`src/core/vlms_pkg.sv`:
```
// Command codes, field layouts, reset values and states for the rail limit block
package vlms_pkg;

   // ***************************************************
   // Command codes
   // ***************************************************
   localparam logic [7:0] CMD_CLEAR_FAULTS = 8'h03;
   localparam logic [7:0] CMD_DATA_FORMAT  = 8'h20;
   localparam logic [7:0] CMD_VOLT_COMMAND = 8'h21;
   localparam logic [7:0] CMD_OFFSET_TRIM  = 8'h22;
   localparam logic [7:0] CMD_MARGIN_HIGH  = 8'h25;
   localparam logic [7:0] CMD_MARGIN_LOW   = 8'h26;
   localparam logic [7:0] CMD_LOOP_GAIN    = 8'h29;
   localparam logic [7:0] CMD_MON_GAIN     = 8'h2a;
   localparam logic [7:0] CMD_OV_FAULT     = 8'h40;
   localparam logic [7:0] CMD_OV_WARN      = 8'h42;
   localparam logic [7:0] CMD_UV_WARN      = 8'h43;
   localparam logic [7:0] CMD_UV_FAULT     = 8'h44;
   localparam logic [7:0] CMD_SUM_BYTE     = 8'h78;
   localparam logic [7:0] CMD_SUM_WORD     = 8'h79;
   localparam logic [7:0] CMD_RAIL_STATUS  = 8'h7a;
   localparam logic [7:0] CMD_READ_VOLTAGE = 8'h8b;

   // ***************************************************
   // Field positions
   // ***************************************************
   localparam int RAIL_OV_FAULT_BIT = 7;
   localparam int RAIL_OV_WARN_BIT  = 6;
   localparam int RAIL_UV_WARN_BIT  = 5;
   localparam int RAIL_UV_FAULT_BIT = 4;
   localparam int SUM_OV_FAULT_BIT  = 5;
   localparam int SUM_CML_BIT       = 1;
   localparam int SUM_RAIL_BIT      = 15;
   localparam int FORMAT_EXP_MSB    = 4;
   localparam int GAIN_EXP_MSB      = 15;
   localparam int GAIN_EXP_LSB      = 11;
   localparam int GAIN_MANT_MSB     = 10;

   // ***************************************************
   // Reset values
   // ***************************************************
   localparam logic [4:0]  RST_EXPONENT = 5'h00;
   localparam logic [15:0] RST_WORD     = 16'h0000;
   localparam logic [15:0] RST_GAIN     = 16'h0001;
   localparam logic [15:0] RST_OV_LIMIT = 16'hffff;
   localparam logic [15:0] RST_UV_LIMIT = 16'h0000;

   // ***************************************************
   // Command port states
   // ***************************************************
   typedef enum logic [1:0] {
      VLMS_IDLE  = 2'b01,
      VLMS_REPLY = 2'b10
   } vlms_state_t;

endpackage

```
`src/core/vlms_gain.sv`:
```
// Linear-format gain: unsigned value times signed mantissa times two to a signed exponent
`timescale 1ns/1ns
module vlms_gain
(
   input  wire logic [15:0] value,     // Unsigned value to scale
   input  wire logic [15:0] gain,      // Exponent and mantissa word
   output logic      [15:0] result     // Scaled value, clamped to 0..ffff
);

   // ***************************************************
   // Scaling
   // ***************************************************
   logic signed [27:0] product;
   logic signed [4:0]  exponent;
   logic signed [43:0] shifted;

   always_comb
   begin
      product  = $signed({1'b0, value})
                 * $signed(gain[vlms_pkg::GAIN_MANT_MSB:0]);
      exponent = $signed(gain[vlms_pkg::GAIN_EXP_MSB:vlms_pkg::GAIN_EXP_LSB]);
      if (exponent[4])
         shifted = 44'(product) >>> (-exponent);
      else
         shifted = 44'(product) <<< exponent;
      // Negative results floor at zero, large ones saturate
      if (shifted < 0)
         result = 16'h0000;
      else if (shifted > 44'sh0000000ffff)
         result = 16'hffff;
      else
         result = shifted[15:0];
   end

endmodule

```
`src/core/vlms_limit_cmp.sv`:
```
// One threshold comparator, tripping above or below its limit
`timescale 1ns/1ns
module vlms_limit_cmp
#(
   parameter bit TRIP_ABOVE = 1'b1     // 1: trip above limit, 0: below
)
(
   input  wire logic [15:0] sensed,    // Sensed rail mantissa
   input  wire logic [15:0] limit,     // Threshold mantissa, same exponent
   output logic             trip       // Condition present
);

   // ***************************************************
   // Compare
   // ***************************************************
   always_comb
   begin
      if (TRIP_ABOVE)
         trip = (sensed > limit);
      else
         trip = (sensed < limit);
   end

endmodule

```
`src/core/vlms_regs.sv`:
```
// Rail set points, gains, limits and sticky status behind a decoded command port
//
// Functional notes
// - The signed 16-bit offset trim is added to the commanded voltage value.
// - Margin-high is a 16-bit unsigned mantissa using the data-format exponent bits 4:0.
// - Margin-low is a 16-bit unsigned mantissa using the same shared exponent.
// - The reference is the trimmed commanded voltage times the loop gain (exp 15:11, mantissa 10:0).
// - The voltage reading is the sensed rail input times the monitor gain, same layout.
// - An overvoltage fault is raised when the sensed input exceeds the fault limit.
// - An overvoltage warning is raised when the sensed input exceeds the warning limit.
// - An undervoltage warning is raised when the sensed input falls below its limit.
// - An undervoltage fault is raised when the sensed input falls below its limit.
// - Rail status holds OV fault, OV warning, UV warning, UV fault in bits 7 to 4.
// - The summary byte shows OV fault in bit 5 and the communication event in bit 1.
// - Summary word bit 15 is the OR of all rail status bits.
// - The summary word repeats OV fault in bit 5 and the communication event in bit 1.
// - The shared exponent is a 5-bit two's complement value in data-format bits 4:0.
// - The clear-faults command, issued with cmd_write 0, clears all three status registers at once, except rail bits whose limit is still crossed, which set again.
`timescale 1ns/1ns
module vlms_regs
(
   input  wire logic        clk,               // 50 MHz clock
   input  wire logic        reset_n,           // Asynchronous reset, active low
   input  wire logic        cmd_valid,         // Command request
   input  wire logic        cmd_write,         // 1: write, 0: read or send
   input  wire logic [7:0]  cmd_code,          // Command code
   input  wire logic [15:0] cmd_wdata,         // Write data
   input  wire logic [15:0] sensed_rail_input, // Sensed rail mantissa
   output logic             cmd_ready,         // Idle, request may be taken
   output logic             resp_valid,        // Answer pulse
   output logic             resp_error,        // Command not supported
   output logic [15:0]      resp_data,         // Read data
   output logic [15:0]      reference_out,     // Internal reference
   output logic [15:0]      reading_out,       // Voltage reading
   output logic [15:0]      margin_high_out,   // Margin-high mantissa
   output logic [15:0]      margin_low_out,    // Margin-low mantissa
   output logic [4:0]       exponent_out,      // Shared exponent
   output logic [7:0]       rail_status_out    // Rail status byte
);

   // ***************************************************
   // State
   // ***************************************************
   typedef struct packed {
      vlms_pkg::vlms_state_t state;
      logic [4:0]            exponent;
      logic [15:0]           command;
      logic [15:0]           trim;
      logic [15:0]           mhigh;
      logic [15:0]           mlow;
      logic [15:0]           loop_gain;
      logic [15:0]           mon_gain;
      logic [15:0]           ov_fault;
      logic [15:0]           ov_warn;
      logic [15:0]           uv_warn;
      logic [15:0]           uv_fault;
      logic [3:0]            rail;
      logic                  cml;
      logic                  resp_valid;
      logic                  resp_error;
      logic [15:0]           resp_data;
      logic [15:0]           reference;
      logic [15:0]           reading;
   } vlms_regs_t;

   vlms_regs_t cur;
   vlms_regs_t next_cur;

   // ***************************************************
   // Helpers
   // ***************************************************
   function automatic logic [15:0] clamp17(input logic signed [17:0] v);
      if (v < 0)
         return 16'h0000;
      else if (v > 18'sh0ffff)
         return 16'hffff;
      else
         return v[15:0];
   endfunction

   function automatic logic [7:0] rail_byte(input logic [3:0] r);
      rail_byte = {r, 4'h0};
   endfunction

   // ***************************************************
   // Datapath
   // ***************************************************
   logic [15:0] target;
   logic [15:0] ref_val;
   logic [15:0] read_val;
   logic [3:0]  trip;
   logic [15:0] limits [4];

   always_comb
   begin
      target = clamp17($signed({2'b00, cur.command})
                       + $signed({{2{cur.trim[15]}}, cur.trim}));
   end

   vlms_gain u_loop_gain
   (
      .value  (target),
      .gain   (cur.loop_gain),
      .result (ref_val)
   );

   vlms_gain u_mon_gain
   (
      .value  (sensed_rail_input),
      .gain   (cur.mon_gain),
      .result (read_val)
   );

   // Order matches rail status bits 3:0 -> 7:4: UV fault, UV warn, OV warn, OV fault
   assign limits[0] = cur.uv_fault;
   assign limits[1] = cur.uv_warn;
   assign limits[2] = cur.ov_warn;
   assign limits[3] = cur.ov_fault;

   generate
      for (genvar i = 0; i < 4; i++)
      begin : g_cmp
         vlms_limit_cmp #(.TRIP_ABOVE(i >= 2)) u_cmp
         (
            .sensed (sensed_rail_input),
            .limit  (limits[i]),
            .trip   (trip[i])
         );
      end
   endgenerate

   // ***************************************************
   // Next state
   // ***************************************************
   logic [7:0]  sum_byte;
   logic [15:0] sum_word;
   logic        clear_all;
   logic        known;

   always_comb
   begin
      next_cur = cur;
      next_cur.resp_valid = 1'b0;
      next_cur.resp_error = 1'b0;
      next_cur.reference = ref_val;
      next_cur.reading = read_val;
      clear_all = 1'b0;
      known = 1'b1;
      sum_byte = 8'h00;
      sum_byte[vlms_pkg::SUM_OV_FAULT_BIT] = cur.rail[3];
      sum_byte[vlms_pkg::SUM_CML_BIT] = cur.cml;
      sum_word = {8'h00, sum_byte};
      sum_word[vlms_pkg::SUM_RAIL_BIT] = |rail_byte(cur.rail);
      case (cur.state)
         vlms_pkg::VLMS_IDLE:
         begin
            if (cmd_valid)
            begin
               next_cur.state = vlms_pkg::VLMS_REPLY;
               next_cur.resp_valid = 1'b1;
               next_cur.resp_data = 16'h0000;
               case (cmd_code)
                  vlms_pkg::CMD_CLEAR_FAULTS:
                     clear_all = !cmd_write;
                  vlms_pkg::CMD_DATA_FORMAT:
                  begin
                     next_cur.resp_data = {11'h000, cur.exponent};
                     if (cmd_write)
                        next_cur.exponent = cmd_wdata[vlms_pkg::FORMAT_EXP_MSB:0];
                  end
                  vlms_pkg::CMD_VOLT_COMMAND:
                  begin
                     next_cur.resp_data = cur.command;
                     if (cmd_write)
                        next_cur.command = cmd_wdata;
                  end
                  vlms_pkg::CMD_OFFSET_TRIM:
                  begin
                     next_cur.resp_data = cur.trim;
                     if (cmd_write)
                        next_cur.trim = cmd_wdata;
                  end
                  vlms_pkg::CMD_MARGIN_HIGH:
                  begin
                     next_cur.resp_data = cur.mhigh;
                     if (cmd_write)
                        next_cur.mhigh = cmd_wdata;
                  end
                  vlms_pkg::CMD_MARGIN_LOW:
                  begin
                     next_cur.resp_data = cur.mlow;
                     if (cmd_write)
                        next_cur.mlow = cmd_wdata;
                  end
                  vlms_pkg::CMD_LOOP_GAIN:
                  begin
                     next_cur.resp_data = cur.loop_gain;
                     if (cmd_write)
                        next_cur.loop_gain = cmd_wdata;
                  end
                  vlms_pkg::CMD_MON_GAIN:
                  begin
                     next_cur.resp_data = cur.mon_gain;
                     if (cmd_write)
                        next_cur.mon_gain = cmd_wdata;
                  end
                  vlms_pkg::CMD_OV_FAULT:
                  begin
                     next_cur.resp_data = cur.ov_fault;
                     if (cmd_write)
                        next_cur.ov_fault = cmd_wdata;
                  end
                  vlms_pkg::CMD_OV_WARN:
                  begin
                     next_cur.resp_data = cur.ov_warn;
                     if (cmd_write)
                        next_cur.ov_warn = cmd_wdata;
                  end
                  vlms_pkg::CMD_UV_WARN:
                  begin
                     next_cur.resp_data = cur.uv_warn;
                     if (cmd_write)
                        next_cur.uv_warn = cmd_wdata;
                  end
                  vlms_pkg::CMD_UV_FAULT:
                  begin
                     next_cur.resp_data = cur.uv_fault;
                     if (cmd_write)
                        next_cur.uv_fault = cmd_wdata;
                  end
                  vlms_pkg::CMD_SUM_BYTE:
                  begin
                     next_cur.resp_data = {8'h00, sum_byte};
                     if (cmd_write && cmd_wdata[vlms_pkg::SUM_OV_FAULT_BIT])
                        next_cur.rail[3] = 1'b0;
                     if (cmd_write && cmd_wdata[vlms_pkg::SUM_CML_BIT])
                        next_cur.cml = 1'b0;
                  end
                  vlms_pkg::CMD_SUM_WORD:
                  begin
                     next_cur.resp_data = sum_word;
                     if (cmd_write && cmd_wdata[vlms_pkg::SUM_OV_FAULT_BIT])
                        next_cur.rail[3] = 1'b0;
                     if (cmd_write && cmd_wdata[vlms_pkg::SUM_CML_BIT])
                        next_cur.cml = 1'b0;
                  end
                  vlms_pkg::CMD_RAIL_STATUS:
                  begin
                     next_cur.resp_data = {8'h00, rail_byte(cur.rail)};
                     known = !cmd_write;
                  end
                  vlms_pkg::CMD_READ_VOLTAGE:
                  begin
                     next_cur.resp_data = cur.reading;
                     known = !cmd_write;
                  end
                  default:
                     known = 1'b0;
               endcase
               // Writes and refused commands answer with zero data
               if (cmd_write || !known)
                  next_cur.resp_data = 16'h0000;
               next_cur.resp_error = !known;
            end
         end
         vlms_pkg::VLMS_REPLY:
            next_cur.state = vlms_pkg::VLMS_IDLE;
         default:
            next_cur.state = vlms_pkg::VLMS_IDLE;
      endcase
      // Clears first, then fresh events, so a set in the clearing cycle survives
      if (clear_all)
      begin
         next_cur.rail = 4'h0;
         next_cur.cml = 1'b0;
      end
      next_cur.rail = next_cur.rail | trip;
      if (cur.state == vlms_pkg::VLMS_IDLE && cmd_valid && !known)
         next_cur.cml = 1'b1;
   end

   // ***************************************************
   // Registers
   // ***************************************************
   always_ff @(posedge clk or negedge reset_n)
   begin
      if (!reset_n)
      begin
         cur <= '{state:      vlms_pkg::VLMS_IDLE,
                  exponent:   vlms_pkg::RST_EXPONENT,
                  command:    vlms_pkg::RST_WORD,
                  trim:       vlms_pkg::RST_WORD,
                  mhigh:      vlms_pkg::RST_WORD,
                  mlow:       vlms_pkg::RST_WORD,
                  loop_gain:  vlms_pkg::RST_GAIN,
                  mon_gain:   vlms_pkg::RST_GAIN,
                  ov_fault:   vlms_pkg::RST_OV_LIMIT,
                  ov_warn:    vlms_pkg::RST_OV_LIMIT,
                  uv_warn:    vlms_pkg::RST_UV_LIMIT,
                  uv_fault:   vlms_pkg::RST_UV_LIMIT,
                  rail:       4'h0,
                  cml:        1'b0,
                  resp_valid: 1'b0,
                  resp_error: 1'b0,
                  resp_data:  vlms_pkg::RST_WORD,
                  reference:  vlms_pkg::RST_WORD,
                  reading:    vlms_pkg::RST_WORD};
      end
      else
      begin
         cur <= next_cur;
      end
   end

   // ***************************************************
   // Outputs
   // ***************************************************
   assign cmd_ready       = cur.state[0];
   assign resp_valid      = cur.resp_valid;
   assign resp_error      = cur.resp_error;
   assign resp_data       = cur.resp_data;
   assign reference_out   = cur.reference;
   assign reading_out     = cur.reading;
   assign margin_high_out = cur.mhigh;
   assign margin_low_out  = cur.mlow;
   assign exponent_out    = cur.exponent;
   assign rail_status_out = {cur.rail, 4'h0};

endmodule

```
`config.mk`:
```
export PLATFORM = sky130hd
export DESIGN_NAME = vlms_regs
export DESIGN_NICKNAME = d
export VERILOG_FILES = /design/src/core/vlms_pkg.sv /design/src/core/vlms_gain.sv /design/src/core/vlms_limit_cmp.sv /design/src/core/vlms_regs.sv
export SDC_FILE = /design/constraint.sdc
export NUM_CORES = 2
export LEC_CHECK = 0
export ABC_AREA = 1
export BUFFER_PORTS_ARGS = -buffer_cell sky130_fd_sc_hd__clkbuf_2
export CORE_UTILIZATION = 30
export CTS_BUF_LIST = sky130_fd_sc_hd__clkbuf_8
export CTS_CLUSTER_SIZE = 12
export DETAILED_ROUTE_END_ITERATION = 10
export PLACE_DENSITY = 0.43
export RECOVER_POWER = 50
export SETUP_SLACK_MARGIN = 0.5
export SYNTH_ARGS = -nofsm -noshare
export SYNTH_HDL_FRONTEND = slang
export SYNTH_SLANG_ARGS = --single-unit
```
`constraint.sdc`:
```
create_clock -name clk -period 23.4 [get_ports clk]
set_input_delay 1.17 -clock clk [delete_from_list [all_inputs] [get_ports clk]]
set_output_delay 1.17 -clock clk [all_outputs]
set_load 0.02 [all_outputs]
```
==> impl_metrics.py <==
metrics = {
    "floorplan": {
        "start_util_pct": 30.3,
        "coreArea_um2": 102000,
        "die_w_um": 322,
        "dieArea_um2": 104000,
        "rows": 117,
        "io_pins": 140,
        "die_y_um": 322,
    },
    "synth": {
        "netlist-cell-type-count": 64,
        "synth-seq-cells": 222,
        "syn_area_um2": 30700,
        "postSynthCellCount": 4517,
        "ys_warn_count": 0,
        "yosys.area.top_type": "fa_1",
        "yosysSeqAreaShare_pct": 18.2,
        "syn_area_per_cell_um2": 6.80,
        "synthArstFlopShare_pct": 100,
        "synth_top_area_share_pct": 16.5,
        "synth_edf_count": 0,
        "synth_area_leaders": "fa_1, nand2_1, dfrtp_1, ha_1, inv_1",
        "ys.flop_type": "dfrtp_1",
    },
    "clocking": {
        "cts_setup_buffers": 0,
        "clk_latency_ns": 0.64,
        "cts.clk_slew.worst_paths_ns": 0.06,
        "cts_tree": "done",
        "cts.sinks": 222,
        "cts_buffers": 43,
        "hold_buffers": 0,
        "root_buffer": "clkbuf_8",
        "h-tree-depth": 2,
        "cts_resized": 0,
        "clock_path_buffers": 3,
    },
    "timing": {
        "period_share_pct": 39.2,
        "skew_ns": 0.0395,
        "tightest_slew_ns": 5.80,
        "slew_headroom_pct": -287,
        "hold_violations": 0,
        "max_freq_mhz": 109,
        "setup_viol": 0,
        "maxSlewViolCount": 227,
        "rsz0062_at_grt": "false",
        "min_period_ns": 9.17,
        "fin_tns_setup_ns": 0,
        "fin_ws_ns": 14.23,
        "whs_ns": 0.478,
    },
    "worst_setup_path": {
        "critical_path_buf_inv_count": 8,
        "critPathMaxFanout": 22,
        "crit_family": "adder cells",
        "slowest_stage": "xor2_2",
        "r2r-start": "cur[191]",
        "arrival_ns": 9.68,
        "end_kind": "register",
        "max_stage_delay_ns": 0.62,
        "r2r_slack_ns": 14.23,
        "r2r-end": "reference_out[2]",
        "cpMostUsedCell": "nand2_1",
        "worst-setup-path-type": "reg2reg",
        "cp.required_ns": 23.90,
        "start_kind": "register",
        "reg2reg_depth": 44,
    },
    "placed_design": {
        "dp.final_hpwl_mm": 97.3,
        "place_area_um2": 32000,
        "gp_congestion": 0.899,
        "dp_slack_ns": 14.26,
        "dpl.cell_count": 5785,
        "io_buffers": 135,
    },
    "run_status": {
        "violations": "capacitance limit, slew limit",
        "status": "finished with violations",
    },
    "final_layout": {
        "post_route_cells_drive_above_1_share_pct": 6.87,
        "final_cell_mix": "nand2_1, inv_1, nand3_1",
        "fin_cells": 5865,
        "nNetsFinal": 5002,
        "area_growth_pct": 6.83,
        "final_area_um2": 32800,
        "final_common_cell": "nand2_1",
    },
    "drt": {
        "drt_iter0_markers": 2224,
        "viasPerCell": 4.98,
        "drc": 0,
        "route.vias.total": 29200,
        "postRouteAntennaNets": 0,
        "drtPass1Iterations": 6,
        "avgRoutedWirePerCell_um": 20.8,
        "wirelength_mm": 122,
    },
    "power_and_ir_drop": {
        "p_seq_share_pct": 38.0,
        "p_sw_share_pct": 40.3,
        "power.density_nw_per_um2": 37.9,
        "p_leak_uw": 0.0169,
        "p_sw_uw": 501,
        "p_int_uw": 743,
        "clkPwrFrac_pct": 33.9,
        "peakVddDrop_mv": 0.0349,
        "power_frac_comb_pct": 28.1,
    },
    "global_routing": {
        "grt_pass1_vias": 29500,
        "grt_use_total_pct": 23.9,
        "overflow": 0,
        "grt_start_max_net_pins": 100,
        "grt_pass1_wl_mm": 187,
        "antenna_found_initial": 7,
    },
    "min_path": {
        "min-delay-start": "resp_data[10]",
        "hold_depth": 2,
        "hold_class": "reg2reg",
        "hold_end": "resp_data[10]",
    },
    "flow_run": {
        "max_cap_viol_count": 3,
    },
}
[stage by stage]
step / total power, uW / utilization [%]
CTS: 1260 / 32.4
global placement: 835 / 31.5
finish: 1240 / 32.3
global route: 1310 / 32.3
detailed placement: 834 / 31.5
floorplan: 710 / -
[per-layer routing]
layer / part of all wire [%] / track usage (%)
met1: 47 / 33.4
met2: 46 / 39.5
met3: 4.6 / 2.52
met4: 2.1 / 5.27
met5: 0.017 / 0
[sequential cells by signal, indices dropped and copies added, names as in the netlist]
| name | cells |
|---|---|
| rail_status_out | 4 |
| reference_out | 16 |
| resp_error | 1 |
| exponent_out | 5 |
| cur | 130 |
| reading_out | 16 |
| resp_valid | 1 |
| resp_data | 16 |
| cmd_ready | 1 |
| margin_high_out | 16 |
| margin_low_out | 16 |
[synth_stat cells (all sizes together), types with 8 or more instances]
cell	n
nand2	1306
inv	790
nand3	453
o21ai	291
nor2	257
fa	253
ha	243
dfrtp	187
clkbuf	138
buf	136
a21oi	125
nand4	45
dfstp	35
o22ai	34
a221oi	29
nor3	25
a22o	18
a31oi	16
o211ai	15
or2	14
xor2	14
xnor2	12
and2	11
a211oi	9
clkinv	8
o221ai	8
[worst min-delay path: cells and delay by family, from the launching register on]
kind	cells	cell delay (ns)
and+or+nand+nor	2	0.10
DFF	1	0.34
[power groups by stage]
stage	Sequential, uW	Combinational (uW)	Clock, uW
2_1_floorplan	437	273	0
3_3_place_gp	480	354	0
3_5_place_dp	479	355	0
4_1_cts	473	356	433
5_1_grt	475	392	447
6_report	473	349	422
[kinds of logic (layout without fill, tap and decap cells)]
| logic type | count (synthesis) | after routing | share of synthesized area [%] |
|---|---|---|---|
| compound gates | 583 | 583 | 11.0 |
| xor+xnor | 26 | 26 | 0.814 |
| fa+ha+maj | 496 | 496 | 26.4 |
| buf+inv | 1072 | 1047 | 14.4 |
| flops | 222 | 222 | 18.2 |
| mux | 1 | 1 | 0.0326 |
| other cells | 1 | 6 | 0.0122 |
| simple gates | 2116 | 2116 | 29.1 |
[how the worst max path moves through the flow]
stage | start | to | slack, ns | depth (start not counted)
global route | cur[207] | reference_out[2] | 13.47 | 44
floorplan | cur[183] | reference_out[6] | 15.96 | 45
detailed placement | cur[191] | reference_out[2] | 14.26 | 44
finish | cur[191] | reference_out[2] | 14.23 | 44
global placement | cur[207] | reference_out[15] | 14.28 | 42
CTS | cur[207] | reference_out[2] | 14.21 | 44
[final cells by class]
cell class	instances	area, um^2
fillers	11500	68800
repair buffers	171	880
clock inverters	25	173
well taps	1368	1710
diodes	2	5.00
flip-flops and latches	222	5600
multi-input cells	3226	20700
inverters	798	3000
clock buffers	53	729
Power figures use the tool's default switching activity.
